### src/rtl/trs_pkg.sv
// Package: constants, register map and types for the tone receiver steering block
package trs_pkg;

   // ----------------------------------------------------------------
   // Clock and guard timing
   // ----------------------------------------------------------------
   localparam int unsigned CLK_FREQ_MHZ = 40;
   localparam int unsigned PRESENT_GUARD_TIME_US = 40000;
   localparam int unsigned ABSENT_GUARD_TIME_US = 40000;
   localparam int unsigned GUARD_CNT_W = 24;

   // ----------------------------------------------------------------
   // APB register map (byte addresses)
   // ----------------------------------------------------------------
   localparam int unsigned APB_ADDR_W = 12;
   localparam logic [11:0] ADDR_CTRL = 12'h000;
   localparam logic [11:0] ADDR_PRES_GUARD = 12'h004;
   localparam logic [11:0] ADDR_ABS_GUARD = 12'h008;
   localparam logic [11:0] ADDR_STATUS = 12'h00C;
   localparam logic [11:0] ADDR_RX_DIGIT = 12'h010;

   // ----------------------------------------------------------------
   // Field positions and reset values
   // ----------------------------------------------------------------
   localparam int unsigned CTRL_INT_MODE_BIT = 0;
   localparam int unsigned CTRL_CP_MODE_BIT = 1;
   localparam int unsigned STAT_STEER_BIT = 3;
   localparam int unsigned STAT_VALID_BIT = 2;
   localparam int unsigned STAT_EARLY_BIT = 0;
   localparam logic [3:0] RX_CODE_RESET = 4'h0;
   localparam logic [31:0] PRDATA_RESET = 32'h0000_0000;

   // Digit code per (low group * 4 + high group), low nibble first
   localparam logic [15:0][3:0] DIGIT_LUT = 64'h0CAB_F987_E654_D321;

   // Detector input bit positions after the synchroniser
   localparam int unsigned SYNC_W = 6;
   localparam int unsigned SYNC_VALID_BIT = 0;
   localparam int unsigned SYNC_CP_BIT = 5;

   // Steering states, one-hot
   typedef enum logic [3:0] {
      ST_IDLE = 4'b0001,
      ST_PRES = 4'b0010,
      ST_VALID = 4'b0100,
      ST_ABS = 4'b1000
   } trs_state_t;

endpackage : trs_pkg

### src/rtl/trs_sync.sv
// Two-stage synchroniser for asynchronous detector inputs
`timescale 1ns/1ps
module trs_sync #(
   parameter int unsigned WIDTH = 1
) (
   // Clock and reset
   input wire logic clk_sys,
   input wire logic reset,
   // Asynchronous input and synchronised output
   input wire logic [WIDTH-1:0] asyncIn,
   output logic [WIDTH-1:0] syncOut
);

   // A zero-width synchroniser has nothing to carry
   if (WIDTH < 1) begin : g_bad_width
      $error("WIDTH must be at least 1");
   end

   typedef struct packed {
      logic [WIDTH-1:0] stage1;
      logic [WIDTH-1:0] stage2;
   } trs_sync_t;

   trs_sync_t state_q;
   trs_sync_t state_d;

   // First stage feeds only the second one
   always_comb begin
      state_d.stage1 = asyncIn;
      state_d.stage2 = state_q.stage1;
   end

   // State register
   always_ff @(posedge clk_sys or posedge reset) begin
      if (reset) begin
         state_q <= '0;
      end else begin
         state_q <= state_d;
      end
   end

   assign syncOut = state_q.stage2;

endmodule : trs_sync

### src/rtl/trs_steering.sv
// Tone receiver steering, digit latch, status and call-progress output with APB access
`timescale 1ns/1ps

// Function
// Early tone output follows detector's valid tone pair indication.
// Tone shorter than present guard leaves received digit untouched.
// Tone valid for full present guard latches its decoded code.
// After valid absence, received digit holds until next valid latch.
// Dropout shorter than absent guard is ignored; state and digit unchanged.
// Delayed steer flag stays active for the whole valid signal.
// Data valid flag set on new digit, cleared by status read.
// Interrupt asserts on new digit, released after status read.
// Received digit register holds 4-bit code of last valid pair.
// Present and absent guard periods are independently programmable.
// Call-progress mode stops digit detection; otherwise no call-progress output.
// In call-progress mode, accepted tone drives the shared pin as square wave.
// In call-progress mode, rejected band leaves the shared pin low.
// Recognition time is detect time plus guard time, likewise for gaps.
// Each tone pair maps to a fixed 4-bit code at registration.
// Guard output goes high on registration while early tone stays high.
// In interrupt mode the shared pin pulls low while steer flag active; code holds it low from digit latch until status read.
// Guard periods timed by oscillator-clocked counters with programmable limits.
// Digit register updates only on the rising steer flag transition.
// After reset flags and interrupt inactive, digit register zero.
module trs_steering
   import trs_pkg::*;
#(
   parameter int unsigned GUARD_W = GUARD_CNT_W,
   parameter int unsigned PRES_GUARD_CYC = PRESENT_GUARD_TIME_US * CLK_FREQ_MHZ,
   parameter int unsigned ABS_GUARD_CYC = ABSENT_GUARD_TIME_US * CLK_FREQ_MHZ
) (
   // Clock and reset
   input wire logic clk_sys,
   input wire logic reset,
   // APB slave
   input wire logic psel,
   input wire logic penable,
   input wire logic pwrite,
   input wire logic [APB_ADDR_W-1:0] paddr,
   input wire logic [31:0] pwdata,
   output logic [31:0] prdata,
   output logic pready,
   output logic pslverr,
   // Tone detector, asynchronous
   input wire logic tonePairValid,
   input wire logic [1:0] lowGroupSel,
   input wire logic [1:0] highGroupSel,
   input wire logic cpBandIn,
   // Device pins
   output logic earlyTonePresent,
   output logic guardDriveOut,
   output logic irqOrProgressOut
);

   // ----------------------------------------------------------------
   // Elaboration checks
   // ----------------------------------------------------------------
   if (GUARD_W < 2 || GUARD_W > 31) begin : g_bad_width
      $error("GUARD_W must lie between 2 and 31");
   end
   if (PRES_GUARD_CYC >= (1 << GUARD_W) || ABS_GUARD_CYC >= (1 << GUARD_W)) begin : g_bad_guard
      $error("guard cycle count does not fit GUARD_W");
   end

   // ----------------------------------------------------------------
   // State
   // ----------------------------------------------------------------
   typedef struct packed {
      trs_state_t st;
      logic [GUARD_W-1:0] cnt;
      logic steer;
      logic rxValid;
      logic irqPend;
      logic [3:0] rxCode;
      logic intMode;
      logic cpMode;
      logic [GUARD_W-1:0] presLim;
      logic [GUARD_W-1:0] absLim;
      logic early;
      logic guardOut;
      logic irqPin;
      logic ready;
      logic slvErr;
      logic [31:0] rdata;
   } trs_regs_t;

   localparam trs_regs_t RESET_VAL = '{
      st: ST_IDLE,
      cnt: '0,
      steer: 1'b0,
      rxValid: 1'b0,
      irqPend: 1'b0,
      rxCode: RX_CODE_RESET,
      intMode: 1'b0,
      cpMode: 1'b0,
      presLim: GUARD_W'(PRES_GUARD_CYC),
      absLim: GUARD_W'(ABS_GUARD_CYC),
      early: 1'b0,
      guardOut: 1'b0,
      irqPin: 1'b1,
      ready: 1'b0,
      slvErr: 1'b0,
      rdata: PRDATA_RESET
   };

   trs_regs_t r_q;
   trs_regs_t r_d;

   // ----------------------------------------------------------------
   // Detector input synchronisation
   // ----------------------------------------------------------------
   logic [SYNC_W-1:0] syncIn;

   // Code bits may skew by a cycle, harmless since they are sampled after guard time
   trs_sync #(
      .WIDTH(SYNC_W)
   ) u_sync (
      .clk_sys(clk_sys),
      .reset(reset),
      .asyncIn({cpBandIn, highGroupSel, lowGroupSel, tonePairValid}),
      .syncOut(syncIn)
   );

   logic earlyIn;
   logic cpSync;
   logic [3:0] lutIdx;
   logic [3:0] lutCode;

   // Detection is gated off while call-progress mode is selected
   assign earlyIn = syncIn[SYNC_VALID_BIT] && !r_q.cpMode;
   assign cpSync = syncIn[SYNC_CP_BIT];
   assign lutIdx = {syncIn[2:1], syncIn[4:3]};
   assign lutCode = DIGIT_LUT[lutIdx];

   // ----------------------------------------------------------------
   // APB decode
   // ----------------------------------------------------------------
   logic apbSetup;
   logic apbAccess;
   logic addrHit;
   logic wrCtrl;
   logic statusRead;
   logic guardDone;
   logic latchNow;
   logic [GUARD_W-1:0] curLim;
   logic [31:0] rdMux;

   assign apbSetup = psel && !penable;
   assign apbAccess = psel && penable && r_q.ready;
   assign addrHit = (paddr == ADDR_CTRL) || (paddr == ADDR_PRES_GUARD) || (paddr == ADDR_ABS_GUARD)
                    || (paddr == ADDR_STATUS) || (paddr == ADDR_RX_DIGIT);
   assign wrCtrl = apbAccess && pwrite && (paddr == ADDR_CTRL);
   assign statusRead = apbAccess && !pwrite && (paddr == ADDR_STATUS);

   // Guard counters: limit of N means N tone cycles inside the guard state
   assign curLim = (r_q.st == ST_ABS) ? r_q.absLim : r_q.presLim;
   assign guardDone = ({1'b0, r_q.cnt} + {{GUARD_W{1'b0}}, 1'b1}) >= {1'b0, curLim};
   assign latchNow = (r_q.st == ST_PRES) && earlyIn && guardDone;

   // Read mux, sampled in the setup cycle so prdata comes from a flop
   always_comb begin
      rdMux = '0;
      unique case (paddr)
         ADDR_CTRL: begin
            rdMux[CTRL_INT_MODE_BIT] = r_q.intMode;
            rdMux[CTRL_CP_MODE_BIT] = r_q.cpMode;
         end
         ADDR_PRES_GUARD: rdMux[GUARD_W-1:0] = r_q.presLim;
         ADDR_ABS_GUARD: rdMux[GUARD_W-1:0] = r_q.absLim;
         ADDR_STATUS: begin
            rdMux[STAT_STEER_BIT] = r_q.steer;
            rdMux[STAT_VALID_BIT] = r_q.rxValid;
            rdMux[STAT_EARLY_BIT] = r_q.early;
         end
         ADDR_RX_DIGIT: rdMux[3:0] = r_q.rxCode;
         default: rdMux = '0;
      endcase
   end

   // ----------------------------------------------------------------
   // Next-state logic
   // ----------------------------------------------------------------
   always_comb begin
      r_d = r_q;

      // APB: answer registered in setup, zero wait states
      r_d.ready = apbSetup;
      r_d.slvErr = apbSetup && !addrHit;
      r_d.rdata = apbSetup ? rdMux : '0;
      if (apbAccess && pwrite && !r_q.slvErr) begin
         unique case (paddr)
            ADDR_CTRL: begin
               r_d.intMode = pwdata[CTRL_INT_MODE_BIT];
               r_d.cpMode = pwdata[CTRL_CP_MODE_BIT];
            end
            ADDR_PRES_GUARD: r_d.presLim = pwdata[GUARD_W-1:0];
            ADDR_ABS_GUARD: r_d.absLim = pwdata[GUARD_W-1:0];
            default: r_d.presLim = r_q.presLim;
         endcase
      end

      // Status read clears only what the host actually saw, so a new digit is never lost
      if (statusRead && r_q.rdata[STAT_VALID_BIT]) begin
         r_d.rxValid = 1'b0;
         r_d.irqPend = 1'b0;
      end

      // Steering state machine
      unique case (r_q.st)
         ST_IDLE: begin
            r_d.cnt = '0;
            if (earlyIn) begin
               r_d.st = ST_PRES;
            end
         end
         ST_PRES: begin
            if (!earlyIn) begin
               r_d.st = ST_IDLE;
               r_d.cnt = '0;
            end else if (guardDone) begin
               // Code and flag update together on the rising steer edge
               r_d.st = ST_VALID;
               r_d.cnt = '0;
               r_d.steer = 1'b1;
               r_d.rxCode = lutCode;
               r_d.rxValid = 1'b1;
               r_d.irqPend = r_q.intMode;
            end else begin
               r_d.cnt = r_q.cnt + {{(GUARD_W-1){1'b0}}, 1'b1};
            end
         end
         ST_VALID: begin
            r_d.cnt = '0;
            if (!earlyIn) begin
               r_d.st = ST_ABS;
            end
         end
         ST_ABS: begin
            if (earlyIn) begin
               r_d.st = ST_VALID;
               r_d.cnt = '0;
            end else if (guardDone) begin
               r_d.st = ST_IDLE;
               r_d.cnt = '0;
               r_d.steer = 1'b0;
            end else begin
               r_d.cnt = r_q.cnt + {{(GUARD_W-1){1'b0}}, 1'b1};
            end
         end
         default: begin
            r_d.st = ST_IDLE;
            r_d.cnt = '0;
         end
      endcase

      // Pins, registered straight from next state
      r_d.early = earlyIn;
      r_d.guardOut = r_d.steer && earlyIn;
      // Call-progress square wave has priority; otherwise low means interrupt
      if (r_d.cpMode) begin
         r_d.irqPin = cpSync;
      end else begin
         r_d.irqPin = !r_d.irqPend;
      end
   end

   // State register
   always_ff @(posedge clk_sys or posedge reset) begin
      if (reset) begin
         r_q <= RESET_VAL;
      end else begin
         r_q <= r_d;
      end
   end

   // ----------------------------------------------------------------
   // Outputs
   // ----------------------------------------------------------------
   assign prdata = r_q.rdata;
   assign pready = r_q.ready;
   assign pslverr = r_q.slvErr;
   assign earlyTonePresent = r_q.early;
   assign guardDriveOut = r_q.guardOut;
   assign irqOrProgressOut = r_q.irqPin;
endmodule : trs_steering

### config.mk
export PLATFORM = sky130hd
export DESIGN_NAME = trs_steering
export DESIGN_NICKNAME = d
export VERILOG_FILES = /design/src/rtl/trs_pkg.sv /design/src/rtl/trs_sync.sv /design/src/rtl/trs_steering.sv
export SDC_FILE = /design/constraint.sdc
export NUM_CORES = 1
export LEC_CHECK = 0
export BUFFER_PORTS_ARGS = -buffer_cell sky130_fd_sc_hd__buf_2
export CAP_MARGIN = 20
export CORE_ASPECT_RATIO = 0.8
export CORE_UTILIZATION = 58
export DETAILED_ROUTE_END_ITERATION = 7
export HOLD_SLACK_MARGIN = 0.15
export PLACE_DENSITY = 0.8
export REMOVE_ABC_BUFFERS = 1
export SLEW_MARGIN = 30
export SYNTH_ARGS = -nofsm -noshare
export SYNTH_HDL_FRONTEND = slang
export SYNTH_SLANG_ARGS = --single-unit
### constraint.sdc
create_clock -name clk_sys -period 4.1 [get_ports clk_sys]
set_input_delay 0.205 -clock clk_sys [delete_from_list [all_inputs] [get_ports clk_sys]]
set_output_delay 0.205 -clock clk_sys [all_outputs]
set_load 0.05 [all_outputs]
[Word-level counts from Yosys, hierarchy flattened]
Memories as Yosys holds them, arrays and structs flattened.
Cells that the tools add are included.
Cells by class
  equality and inequality tests: 12
  reductions and logical operators: 27
  mux-type cells: 27
  order comparisons: 2
  $add $sub $neg: 2
Operators by type and width (count)
  $mux W24: 5
  $pmux W28 S4: 1
  $mux W28: 2
  $mux W49: 1
  $pmux W20 S2: 1
  $add A24 B1 Y25 const B: 1
  $ge A25 B24 Y1: 1
  $add A24 B1 Y24 const B: 1
  $eq A12 B4 Y1 const B: 2
  $mux W4: 5
  $mux W7: 2
  $eq A12 B3 Y1 const B: 1
  $eq A12 B5 Y1 const B: 1
  $logic_not A12 Y1: 1
  $logic_and A1 B1 Y1: 11
  $pmux W2 S4: 1
  $logic_not A1 Y1: 6
  $mux W6: 1
  $ne A3 B3 Y1 const B: 2
  $reduce_and A2 Y1: 3
  $lt A4 B5 Y1 const B: 1
  $pmux W1 S5: 1
  $eq A4 B1 Y1 const B: 1
  $eq A4 B2 Y1 const B: 1
  10 further kinds: 17
Word-level totals
  bits in read-only memories: 64
  input bits: 55
  output and inout port bits: 37
  memories kept: 1
  register bits after elaboration: 126
Memories
  (name not given): depth 16, width 4, rd ports 1, clocked after Yosys merged registers in 0, wr ports 0, RTL line trs_steering.sv:133  | assign lutCode = DIGIT_LUT[lutIdx];

[Longest topological paths before layout]
Gate-level depths: netlist of the first run.
  word-level depth: 11
  depth in mapped cells: 15

[By module]
Synthesis of the first run repeated with hierarchy kept, for this count alone.
Second synthesis, totals
  cells, all modules: 546
  area, all modules: 6470.0 um2
Modules (own cells, without submodules)
  trs_steering: area each 6165.9 um2, cells each 533, times used 1
  trs_sync: area each 304.0 um2, cells each 13, times used 1

[Worst setup path after synthesis of the first run]
Ideal clock, no wire load.
  kind: reg-to-reg
  start point: reg r_q[120] in the netlist's numbering
  end point: reg r_q[99] in the netlist's numbering
  data required time: 4.032 ns
  buffers on the path: 3
  cell stages (with the launch flop): 15
  setup slack: 0.324 ns
  library setup time: 0.068 ns
  data arrival time: 3.708 ns
  path through: dfrtp_1 > nand2b_1 > nor3_1 > buf_1 > clkbuf_1 > mux2i_1 > ha_1 > nor2b_1 > o31ai_1 > a31oi_1 > o311ai_4 > nand3_2 > or4_4 > buf_12 > nor2b_4
RTL lines
  start: declaration: RTL line trs_steering.sv:106  | trs_regs_t r_q;
  start signal: assignment: RTL line trs_steering.sv:272  | r_q <= r_d;

==> reports/metrics.csv, run 1 <==
stage;metric;value;unit
clock_network;clk_lat worst skew;0.42;ns
run;max_cap viols;0;
cells_and_area;nets@finish;728;
floorplanning;starting density of the core;60.1;%
timing;final setup vio count;0;
drt;WL final;13600;µm
synth;synth top area cells;dfrtp_1 (42%), mux2_2 (9.0%), ha_1 (5.9%);
synth;flops & latches, synth;126;
cells_and_area;final non-filler cell total;799;
synth;fraction of registers with async set/reset;100;%
synth;Netlist cell types;65;
global_routing;first-pass GRT wire length;22300;µm
floorplanning;die span in x;121;µm
setup_path;CP startpoint kind;flip-flop;
setup_path;Critical Path AT;4.26;ns
drt;Avg WL per Cell;17.0;µm
setup_path;crit path max fanout;14;
place;# port buffers;75;
setup_path;Largest stage delay, worst path;0.62;ns
drt;vias per std cell;5.59;
synth;Synth area leader;dfrtp_1;
clock_network;number of CTS-inserted buffers;17;
setup_path;R2R setup slack;0.20;ns
synth;Avg Synthesized Cell Area;12.0;µm²
clock_network;clk buf depth;2;
global_routing;GRT Util Overall;24.9;%
timing;Slew Limit Fails;0;
min_path;min-delay src;paddr[4];
setup_path;Most Frequent Cell on Critical Path;nor2_1;
setup_path;CP endpoint kind;flip-flop;
clock_network;CTS root buf;clkbuf_16;
setup_path;crit-path cells;and4_4 -> nand4_4 -> or2_2 -> nor2_1 -> nand2_1 -> xnor2_1 -> ha_1 -> nand3_1 -> nor2_1 -> or2_1 -> a221oi_4 -> nand3_2 -> or4_4 -> buf_4 -> nor2b_4;
timing;Worst-Margin Slew;0.769;ns
cells_and_area;diode count;0;
place;Placed Cells;735;
timing;fin crit share;95.2;%
cells_and_area;most frequent cells in the layout;dfrtp_1 (112), buf_2 (75), mux2_2 (53);
min_path;hold path endpoint;prdata[0];
timing;post-route setup slack;0.196;ns
cells_and_area;fillers;755;
synth;Post-Syn Instances;551;
timing;final critical-path required period;3.90;ns
setup_path;R2R depth;15;
clock_network;Clock Pin Slew Worst Setup and Hold Paths;0.06;ns
drt;initial DRC count;206;
timing;skew final;0.00686;ns
synth;Yosys warnings;0;
clock_network;clock sink count;126;
timing;Final Hold Fails;0;
drt;drt pass-1 iters;4;
clock_network;cts repair resizes;0;
min_path;WHS Path Cells;2;
timing;maximum clock rate;0.256;GHz
global_routing;initial antenna violation count;0;
timing;Max-Slew Margin vs Limit;48.7;%
pwr;Leak Pwr;3.61;nW
synth;number of synthesized flops with an enable pin;0;
place;Place WS;0.183;ns
setup_path;Critical Path RT;4.46;ns
drt;vias;4466;
pwr;VDD IR max;0.000285;V
setup_path;worst setup path category;flip-flop to flip-flop;
place;routability cong.;0.926;
outcome;status;finished clean;
drt;drc violations;0;
global_routing;gr ovfl total;0;
setup_path;FF-to-FF End;r_q[114];
setup_path;slowest CP cell;or4_4;
synth;share of the synthesized area in the top cell type;42.5;%
floorplanning;die height;97.4;µm
place;Area after DPL;0.00694;mm²
synth;synthesized area;0.00660;mm²
min_path;HP Class;input port to flip-flop;
global_routing;largest net degree at the start of global routing;64;
floorplanning;io pins;92;
clock_network;htree depth;4;
place;DP Wirelength;9000;µm
pwr;PwrDens;393;mW/mm²
global_routing;number of global-route vias before repair;4592;
timing;RSZ-0062 raised after global routing;false;
floorplanning;area of the die;0.0118;mm²
drt;DRT antenna net count;0;
floorplanning;CORE AREA;0.0110;mm²
cells_and_area;most common cell after layout, fill and taps aside;dfrtp_1;
clock_network;CTS tree;done;
synth;predominant post-synthesis flop cell;dfrtp_1;
timing;Final TNS setup;0;ns
cells_and_area;Final Cell Area;0.00787;mm²
cells_and_area;layout cells sized above 1;35.1;%
synth;Seq/Total Area, Yosys;48.1;%
setup_path;worst reg2reg startpoint;r_q[105];
floorplanning;# rows;34;
cells_and_area;Synth-to-Final Area Change;19.3;%
-- cell families (layout without fill, tap and decap cells) --
| group | count (synthesis) | after routing | synth area share [%] |
|---|---|---|---|
| simple gates | 152 | 152 | 15.0 |
| buf+inv | 64 | 161 | 6.39 |
| xor+xnor | 24 | 24 | 3.19 |
| compound gates | 70 | 70 | 7.85 |
| fa+ha+maj | 31 | 31 | 5.88 |
| mux | 83 | 83 | 13.6 |
| other cells | 1 | 8 | 0.0568 |
| flops | 126 | 126 | 48.1 |
-- worst max-delay path, delay by kind of cell (launching register included) --
family          cells  cell delay, ns
simple gates       11            2.29
flops               1            0.42
compound gates      1            0.31
fa+ha+maj           1            0.29
xor+xnor            1            0.26
buf+inv             1            0.25
-- Yosys cell counts (all sizes together) (3+ instances only) --
master,number
and2b,3
dfrtp,112
a22oi,20
nor3,10
or2,3
xnor2,17
xor2,7
a211oi,3
dfstp,14
clkbuf,13
nand2b,6
mux2,53
nor4,3
o21a,4
and3,4
nand4,6
nand2,22
inv,9
nor2b,23
mux2i,30
buf,41
a21oi,12
o21ai,12
ha,31
nor2,45
nand3,16
-- state kept, by name, indices dropped and copies added (netlist names) --
register	count
pslverr	1
irqOrProgressOut	1
u_sync.state_d	6
prdata	24
r_q	85
u_sync.syncOut	6
earlyTonePresent	1
guardDriveOut	1
pready	1
-- worst max-delay path by stage --
stage	startpoint	endpoint	slack (ns)	depth (start not counted)
global route	r_q[99]	r_q[112]	0.05	15
finish	r_q[105]	r_q[114]	0.20	15
global placement	r_q[99]	r_q[113]	0.27	15
CTS	r_q[105]	r_q[112]	0.15	15
floorplan	r_q[120]	r_q[115]	-1.54	11
detailed placement	r_q[99]	r_q[112]	0.18	15
-- metrics by stage --
stage / hold slack, ns / util, % / total power, W
2_1_floorplan: 0.236 / - / 0.00146
3_3_place_gp: 0.313 / 63.2 / 0.00153
3_5_place_dp: 0.315 / 63.2 / 0.00154
4_1_cts: 0.180 / 71.6 / 0.00311
5_1_grt: 0.224 / 71.7 / 0.00319
6_report: 0.193 / 71.7 / 0.00309
-- final cells by class --
type                            count  area (µm²)  area share [%]
Clock buffer                       17         425            5.40
Tap cell                          144         180            2.29
Multi-Input combinational cell    368        3060            38.8
Timing Repair Buffer              119         812            10.3
Clock inverter                     15         185            2.35
Sequential cell                   126        3170            40.3
Inverter                           10        40.0           0.509
-- where the power goes --
| group | leakage (nW) | switching (W) | internal (W) | total [W] |
|---|---|---|---|---|
| Sequential | 1.66 | 0.0000372 | 0.00129 | 0.00133 |
| Combinational | 1.67 | 0.000129 | 0.0000861 | 0.000215 |
| Clock | 0.283 | 0.000588 | 0.000962 | 0.00155 |
| Total | 3.61 | 0.000755 | 0.00234 | 0.00309 |
-- routing by layer --
| layer | global-route usage (%) | share of wire [%] | up-vias | routed length, µm |
|---|---|---|---|---|
| met3 | 5.46 | 3.9 | 23 | 535 |
| li1 | - | - | 2088 | - |
| met5 | 0 | 0 | - | 0 |
| met4 | 11.1 | 1.7 | 0 | 232 |
| met1 | 32.5 | 46 | 2240 | 6230 |
| met2 | 39.9 | 48 | 115 | 6590 |
-- repair_timing --
| action | CTS | global route |
|---|---|---|
| setup endpoints to repair | 0 | 4 |
| setup buffers | 0 | 0 |
| endpoints found under the hold margin | 114 | 0 |
| hold buffers | 31 | 0 |
No activity file was read; power rests on OpenSTA's default activity.
==> run 2: changes to the inputs <==
--- a/config.mk
+++ b/config.mk
@@ -8,10 +8,10 @@
 export BUFFER_PORTS_ARGS = -buffer_cell sky130_fd_sc_hd__buf_2
 export CAP_MARGIN = 20
 export CORE_ASPECT_RATIO = 0.8
-export CORE_UTILIZATION = 58
+export CORE_UTILIZATION = 52
 export DETAILED_ROUTE_END_ITERATION = 7
 export HOLD_SLACK_MARGIN = 0.15
-export PLACE_DENSITY = 0.8
+export PLACE_DENSITY = 0.76
 export REMOVE_ABC_BUFFERS = 1
 export SLEW_MARGIN = 30
 export SYNTH_ARGS = -nofsm -noshare
==> constraint.sdc (replaced) <==
create_clock -name clk_sys -period 3.58 [get_ports clk_sys]
set_input_delay 0.179 -clock clk_sys [delete_from_list [all_inputs] [get_ports clk_sys]]
set_output_delay 0.179 -clock clk_sys [all_outputs]
set_load 0.05 [all_outputs]
==> reports/metrics.csv, run 2 (synthesized netlist as in run 1, its figures left out) <==
stage;metric;value;unit;change
timing;Final TNS setup;0;ns;unchanged
cells_and_area;layout cells sized above 1;39.6;%;+4.4 points
setup_path;CP endpoint kind;flip-flop;;
floorplanning;die span in x;128;µm;+5.5%
global_routing;initial antenna violation count;0;;unchanged
place;# port buffers;75;;unchanged
global_routing;gr ovfl total;0;;unchanged
run;max_cap viols;0;;unchanged
drt;WL final;14300;µm;+5.4%
floorplanning;starting density of the core;53.8;%;-6.3 points
clock_network;CTS tree;done;;
clock_network;clk_lat worst skew;0.42;ns;about the same
drt;initial DRC count;344;;+67%
timing;Max-Slew Margin vs Limit;54.8;%;+6.0 points
cells_and_area;most frequent cells in the layout;dfrtp_1 (112), buf_2 (75), mux2_2 (53);;
cells_and_area;nets@finish;758;;+4.1%
min_path;WHS Path Cells;5;;+3
global_routing;number of global-route vias before repair;4599;;+0.15%
clock_network;CTS root buf;clkbuf_16;;
cells_and_area;most common cell after layout, fill and taps aside;dfrtp_1;;
clock_network;number of CTS-inserted buffers;17;;unchanged
cells_and_area;Multi-input gate area;0.00312;mm²;+2.0%
drt;vias;4530;;+1.4%
setup_path;FF-to-FF End;r_q[96];;
setup_path;worst reg2reg startpoint;r_q[120];;
cells_and_area;Largest register FFs;85;;unchanged
pwr;Leak Pwr;3.80;nW;+5.3%
place;routability cong.;0.853;;-7.9%
timing;maximum clock rate;0.282;GHz;+10%
timing;Final Hold Fails;0;;unchanged
pwr;Total Power;0.00349;W;+13%
global_routing;largest net degree at the start of global routing;127;;+98%
global_routing;first-pass GRT wire length;23300;µm;+4.4%
outcome;status;finished clean;;
floorplanning;CORE AREA;0.0123;mm²;+12%
setup_path;Critical Path RT;3.94;ns;-0.52 ns
floorplanning;die height;103;µm;+5.5%
clock_network;Clock Pin Slew Worst Setup and Hold Paths;0.06;ns;about the same
timing;Worst-Margin Slew;0.679;ns;-0.0905 ns
pwr;VDD IR max;0.000315;V;+10%
cells_and_area;final non-filler cell total;856;;+7.1%
setup_path;crit path max fanout;13;;-1
clock_network;htree depth;4;;unchanged
cells_and_area;diode count;0;;unchanged
min_path;min-delay src;pwrite;;
timing;skew final;0.00700;ns;+0.000145 ns
drt;DRT antenna net count;0;;unchanged
setup_path;CP startpoint kind;flip-flop;;
timing;final setup vio count;0;;unchanged
drt;vias per std cell;5.29;;-5.3%
cells_and_area;Reg with most FFs;r_q;;
timing;final critical-path required period;3.55;ns;-0.355 ns
timing;fin crit share;99.1;%;+3.9 points
drt;Avg WL per Cell;16.7;µm;-1.6%
setup_path;R2R depth;13;;-2
timing;RSZ-0062 raised after global routing;true;;
floorplanning;area of the die;0.0131;mm²;+11%
floorplanning;io pins;92;;unchanged
setup_path;Critical Path AT;3.91;ns;-0.35 ns
clock_network;clk buf depth;2;;unchanged
place;Placed Cells;785;;+6.8%
cells_and_area;Synth-to-Final Area Change;24.2;%;
min_path;HP Class;input port to flip-flop;;
pwr;PwrDens;426;mW/mm²;+8.5%
clock_network;clock sink count;126;;unchanged
setup_path;worst setup path category;flip-flop to flip-flop;;
cells_and_area;fillers;930;;+23%
place;DP Wirelength;9370;µm;+4.1%
drt;drt pass-1 iters;4;;unchanged
global_routing;GRT Util Overall;23.5;%;-1.5 points
drt;drc violations;0;;unchanged
timing;Slew Limit Fails;0;;unchanged
floorplanning;# rows;36;;+5.9%
min_path;hold path endpoint;r_q[92];;
cells_and_area;area occupied by registers;0.00317;mm²;unchanged
setup_path;R2R setup slack;0.03;ns;-0.16 ns
## run 2: timing repair
action | 4_1_cts | 5_1_grt
gates resized for setup | 10 | 7
endpoints found under the hold margin | 169 | 0
pin swaps | 1 | 6
setup endpoints to repair | 27 | 34
buffers inserted | 1 | 6
hold buffers | 32 | 0
## run 2: layer usage
layer	routed length, µm	track usage [%]	vias to the layer above	part of all wire, %
met2	7140	40.1	107	50
met3	551	5.55	16	3.8
met5	0	0	-	0
met4	176	6.43	0	1.2
met1	6450	30.2	2246	45
li1	-	-	2161	-
## run 2: area by class of cell
cell class / count / area share [%]
inverter: 10 / 0.489
multi-input combinational: 368 / 38.1
clock inverter: 15 / 1.99
timing repair buffer: 149 / 12.9
sequential: 126 / 38.7
clock buffer: 17 / 5.19
tap: 171 / 2.61
## run 2: worst max-delay path by stage
stage / start / endpoint / slack, ns / cells past startpoint
after floorplan: r_q[120] / r_q[115] / -2.06 / 11
after global placement: r_q[108] / r_q[98] / 0.01 / 15
after detailed placement: r_q[108] / r_q[96] / -0.10 / 15
after CTS: r_q[108] / r_q[98] / 0.00006 / 15
after global routing: r_q[107] / r_q[115] / -0.08 / 15
final: r_q[120] / r_q[96] / 0.03 / 13
## run 2: critical path, cell delays in order, from the launching register on
cell	delay, ns
dfrtp_1	0.44
nand2b_2	0.26
nor3_4	0.19
buf_6	0.21
mux2i_2	0.25
ha_1	0.28
a21oi_1	0.20
o21a_1	0.18
o221ai_2	0.15
a221oi_4	0.32
nand3_2	0.11
or4_4	0.47
buf_12	0.19
and2b_1	0.19
## run 2: power by group
group          switching [W]  internal [W]
logic               0.000155      0.000105
registers          0.0000393       0.00148
clock network       0.000682       0.00103
## run 2: through the flow
step	setup slack (ns)	util (%)	instance area, µm²	hold WS, ns
finish	0.0309	66.9	8190	0.242
detailed placement	-0.102	58.4	7150	0.288
global placement	0.0125	58.4	7150	0.289
CTS	0.0000639	66.2	8120	0.231
floorplan	-2.06	-	6240	0.210
global route	-0.0835	66.9	8190	0.256
==> run 3: changes to the inputs <==
--- a/config.mk
+++ b/config.mk
@@ -16,4 +16,5 @@
 export SLEW_MARGIN = 30
 export SYNTH_ARGS = -nofsm -noshare
 export SYNTH_HDL_FRONTEND = slang
+export SYNTH_HIERARCHICAL = 1
 export SYNTH_SLANG_ARGS = --single-unit
==> reports/metrics.csv, run 3 <==
stage;metric;value;unit;change
floorplanning;starting density of the core;53.2;%;-0.64 points
synth;flops & latches, synth;126;;unchanged
cells_and_area;Synth-to-Final Area Change;20.3;%;
cells_and_area;layout cells sized above 1;25.5;%;-14 points
place;Placed Cells;742;;-5.5%
pwr;VDD IR max;0.000286;V;-9.2%
drt;WL final;14700;µm;+2.3%
cells_and_area;Reg with most FFs;r_q;;
timing;final critical-path required period;3.44;ns;-0.114 ns
synth;Netlist cell types;58;;-11%
clock_network;CTS root buf;clkbuf_16;;
global_routing;number of global-route vias before repair;4655;;+1.2%
drt;vias;4606;;+1.7%
floorplanning;area of the die;0.0129;mm²;-1.9%
pwr;PwrDens;441;mW/mm²;+3.4%
drt;vias per std cell;5.68;;+7.3%
setup_path;Critical Path AT;3.76;ns;-0.15 ns
timing;Max-Slew Margin vs Limit;57.9;%;+3.1 points
timing;Slew Limit Fails;0;;unchanged
clock_network;clk buf depth;2;;unchanged
setup_path;worst reg2reg startpoint;r_q[119];;
min_path;HP Class;input port to flip-flop;;
timing;maximum clock rate;0.291;GHz;+3.3%
synth;Avg Synthesized Cell Area;11.8;µm²;-1.0%
synth;synth top area cells;dfrtp_1 (43%), mux2_1 (7.0%), ha_1 (6.0%);;
min_path;WHS Path Cells;4;;-1
synth;Seq/Total Area, Yosys;49.0;%;+0.94 points
floorplanning;die height;102;µm;-0.94%
place;DP Wirelength;9510;µm;+1.5%
cells_and_area;fillers;914;;-1.7%
setup_path;worst setup path category;flip-flop to flip-flop;;
global_routing;first-pass GRT wire length;23500;µm;+0.68%
cells_and_area;most common cell after layout, fill and taps aside;dfrtp_1;;
setup_path;CP endpoint kind;flip-flop;;
synth;fraction of registers with async set/reset;100;%;unchanged
cells_and_area;nets@finish;732;;-3.4%
timing;Final TNS setup;0;ns;unchanged
timing;skew final;0.0108;ns;+0.00384 ns
floorplanning;CORE AREA;0.0122;mm²;-0.74%
global_routing;initial antenna violation count;0;;unchanged
outcome;status;finished clean;;
timing;final setup vio count;0;;unchanged
place;# port buffers;75;;unchanged
clock_network;number of CTS-inserted buffers;17;;unchanged
run;max_cap viols;0;;unchanged
cells_and_area;Largest register FFs;85;;unchanged
synth;synthesized area;0.00647;mm²;-1.9%
synth;predominant post-synthesis flop cell;dfrtp_1;;
synth;Yosys warnings;6;;+6
drt;drc violations;0;;unchanged
cells_and_area;area occupied by registers;0.00317;mm²;unchanged
setup_path;R2R depth;12;;-1
timing;fin crit share;96.0;%;-3.2 points
clock_network;clock sink count;126;;unchanged
floorplanning;io pins;92;;unchanged
global_routing;largest net degree at the start of global routing;70;;-45%
setup_path;CP startpoint kind;flip-flop;;
global_routing;GRT Util Overall;24.1;%;+0.60 points
timing;hold slack final;0.178;ns;-0.0632 ns
synth;number of synthesized flops with an enable pin;0;;unchanged
setup_path;Worst Setup SP;r_q[119];;
setup_path;Critical Path RT;3.91;ns;-0.03 ns
drt;drt pass-1 iters;5;;+1
clock_network;clk_lat worst skew;0.42;ns;about the same
clock_network;CTS tree;done;;
setup_path;crit path max fanout;23;;+10
clock_network;Clock Pin Slew Worst Setup and Hold Paths;0.06;ns;about the same
pwr;Leak Pwr;3.72;nW;-2.0%
cells_and_area;diode count;0;;unchanged
place;routability cong.;0.846;;-0.82%
drt;DRT antenna net count;0;;unchanged
synth;Post-Syn Instances;546;;-0.91%
cells_and_area;Multi-input gate area;0.00295;mm²;-5.5%
clock_network;htree depth;4;;unchanged
floorplanning;# rows;36;;unchanged
cells_and_area;most frequent cells in the layout;dfrtp_1 (112), buf_2 (75), nor2_1 (41);;
setup_path;FF-to-FF End;r_q[102];;
setup_path;crit path to;r_q[102];;
timing;Worst-Margin Slew;0.632;ns;-0.0470 ns
synth;Synth area leader;dfrtp_1;;
synth;top-count cell post-synth;dfrtp_1;;
floorplanning;die span in x;127;µm;-0.95%
synth;commonest cells in the netlist;dfrtp_1 (112), nor2_1 (41), mux2_1 (40), buf_4 (34), ha_1 (31);;
timing;Final Hold Fails;0;;unchanged
drt;initial DRC count;275;;-20%
cells_and_area;final non-filler cell total;811;;-5.3%
global_routing;gr ovfl total;0;;unchanged
synth;share of the synthesized area in the top cell type;43.3;%;+0.83 points
drt;Avg WL per Cell;18.1;µm;+8.0%
setup_path;R2R setup slack;0.14;ns;+0.11 ns
[run 3: power breakdown]
| part | internal [W] | switching, W | total, W |
|---|---|---|---|
| registers | 0.00148 | 0.0000396 | 0.00152 |
| clock network | 0.000984 | 0.000665 | 0.00165 |
| logic | 0.000110 | 0.000151 | 0.000261 |
[run 3: area by class of cell]
type / count / share of cell area (%)
clock buffers: 18 / 5.64
flip-flops and latches: 126 / 40.7
well taps: 152 / 2.44
multi-input cells: 366 / 37.9
repair buffers: 126 / 11.0
inverters: 9 / 0.498
clock inverters: 14 / 1.74
[run 3: cell families (layout without fill, tap and decap cells)]
family / count (synthesis) / count (layout) / share of synthesized area [%]
AO/OA/AOI/OAI: 77 / 77 / 8.82
XOR/XNOR: 23 / 23 / 3.11
adder cells (fa/ha/maj): 31 / 31 / 5.99
buffers and inverters: 61 / 167 / 6.03
flip-flops: 126 / 126 / 49.0
multiplexers: 84 / 84 / 14.1
other: 1 / 8 / 0.0580
AND/OR/NAND/NOR: 143 / 143 / 12.9
[run 3: per-stage QoR]
stage	cell area [µm²]	utilization [%]	total power (W)	worst slack (ns)
4_1_cts	7760	63.8	0.00344	0.0665
2_1_floorplan	6140	-	0.00168	-0.0643
6_report	7780	64.0	0.00343	0.145
3_3_place_gp	6830	56.2	0.00176	0.188
5_1_grt	7780	64.0	0.00355	-0.0214
3_5_place_dp	6830	56.2	0.00177	0.117
[run 3: worst min path at each step]
| stage | from | end | slack, ns |
|---|---|---|---|
| floorplan | reset | u_sync/state_d[0] | 0.04 |
| global placement | reset | u_sync/state_d[5] | 0.20 |
| detailed placement | reset | u_sync/state_d[2] | 0.22 |
| CTS | paddr[5] | pslverr | 0.15 |
| global route | paddr[11] | prdata[2] | 0.18 |
| finish | paddr[11] | prdata[2] | 0.18 |
[run 3: routing by layer]
metal	vias to the layer above	wire, µm	GRT usage (%)
met3	22	775	5.55
met2	137	7030	39.2
li1	2125	-	-
met5	-	0	0
met4	0	234	8.88
met1	2322	6610	31.8
[run 3: critical path, stage by stage (launching register included)]
cell      delay, ns
dfrtp_1        0.43
nor2_1         0.22
and2_1         0.22
buf_12         0.23
mux2i_1        0.32
ha_1           0.32
a211oi_1       0.24
a21o_1         0.16
o311ai_1       0.18
a211oi_4       0.51
nand3_1        0.12
buf_4          0.23
nor2b_1        0.17
[run 3: timing repair]
| action | CTS | global route |
|---|---|---|
| endpoints found under the setup margin | 0 | 33 |
| gates resized for setup | 0 | 2 |
| setup buffers | 0 | 2 |
| hold endpoints to repair | 128 | 0 |
| hold buffers | 35 | 0 |
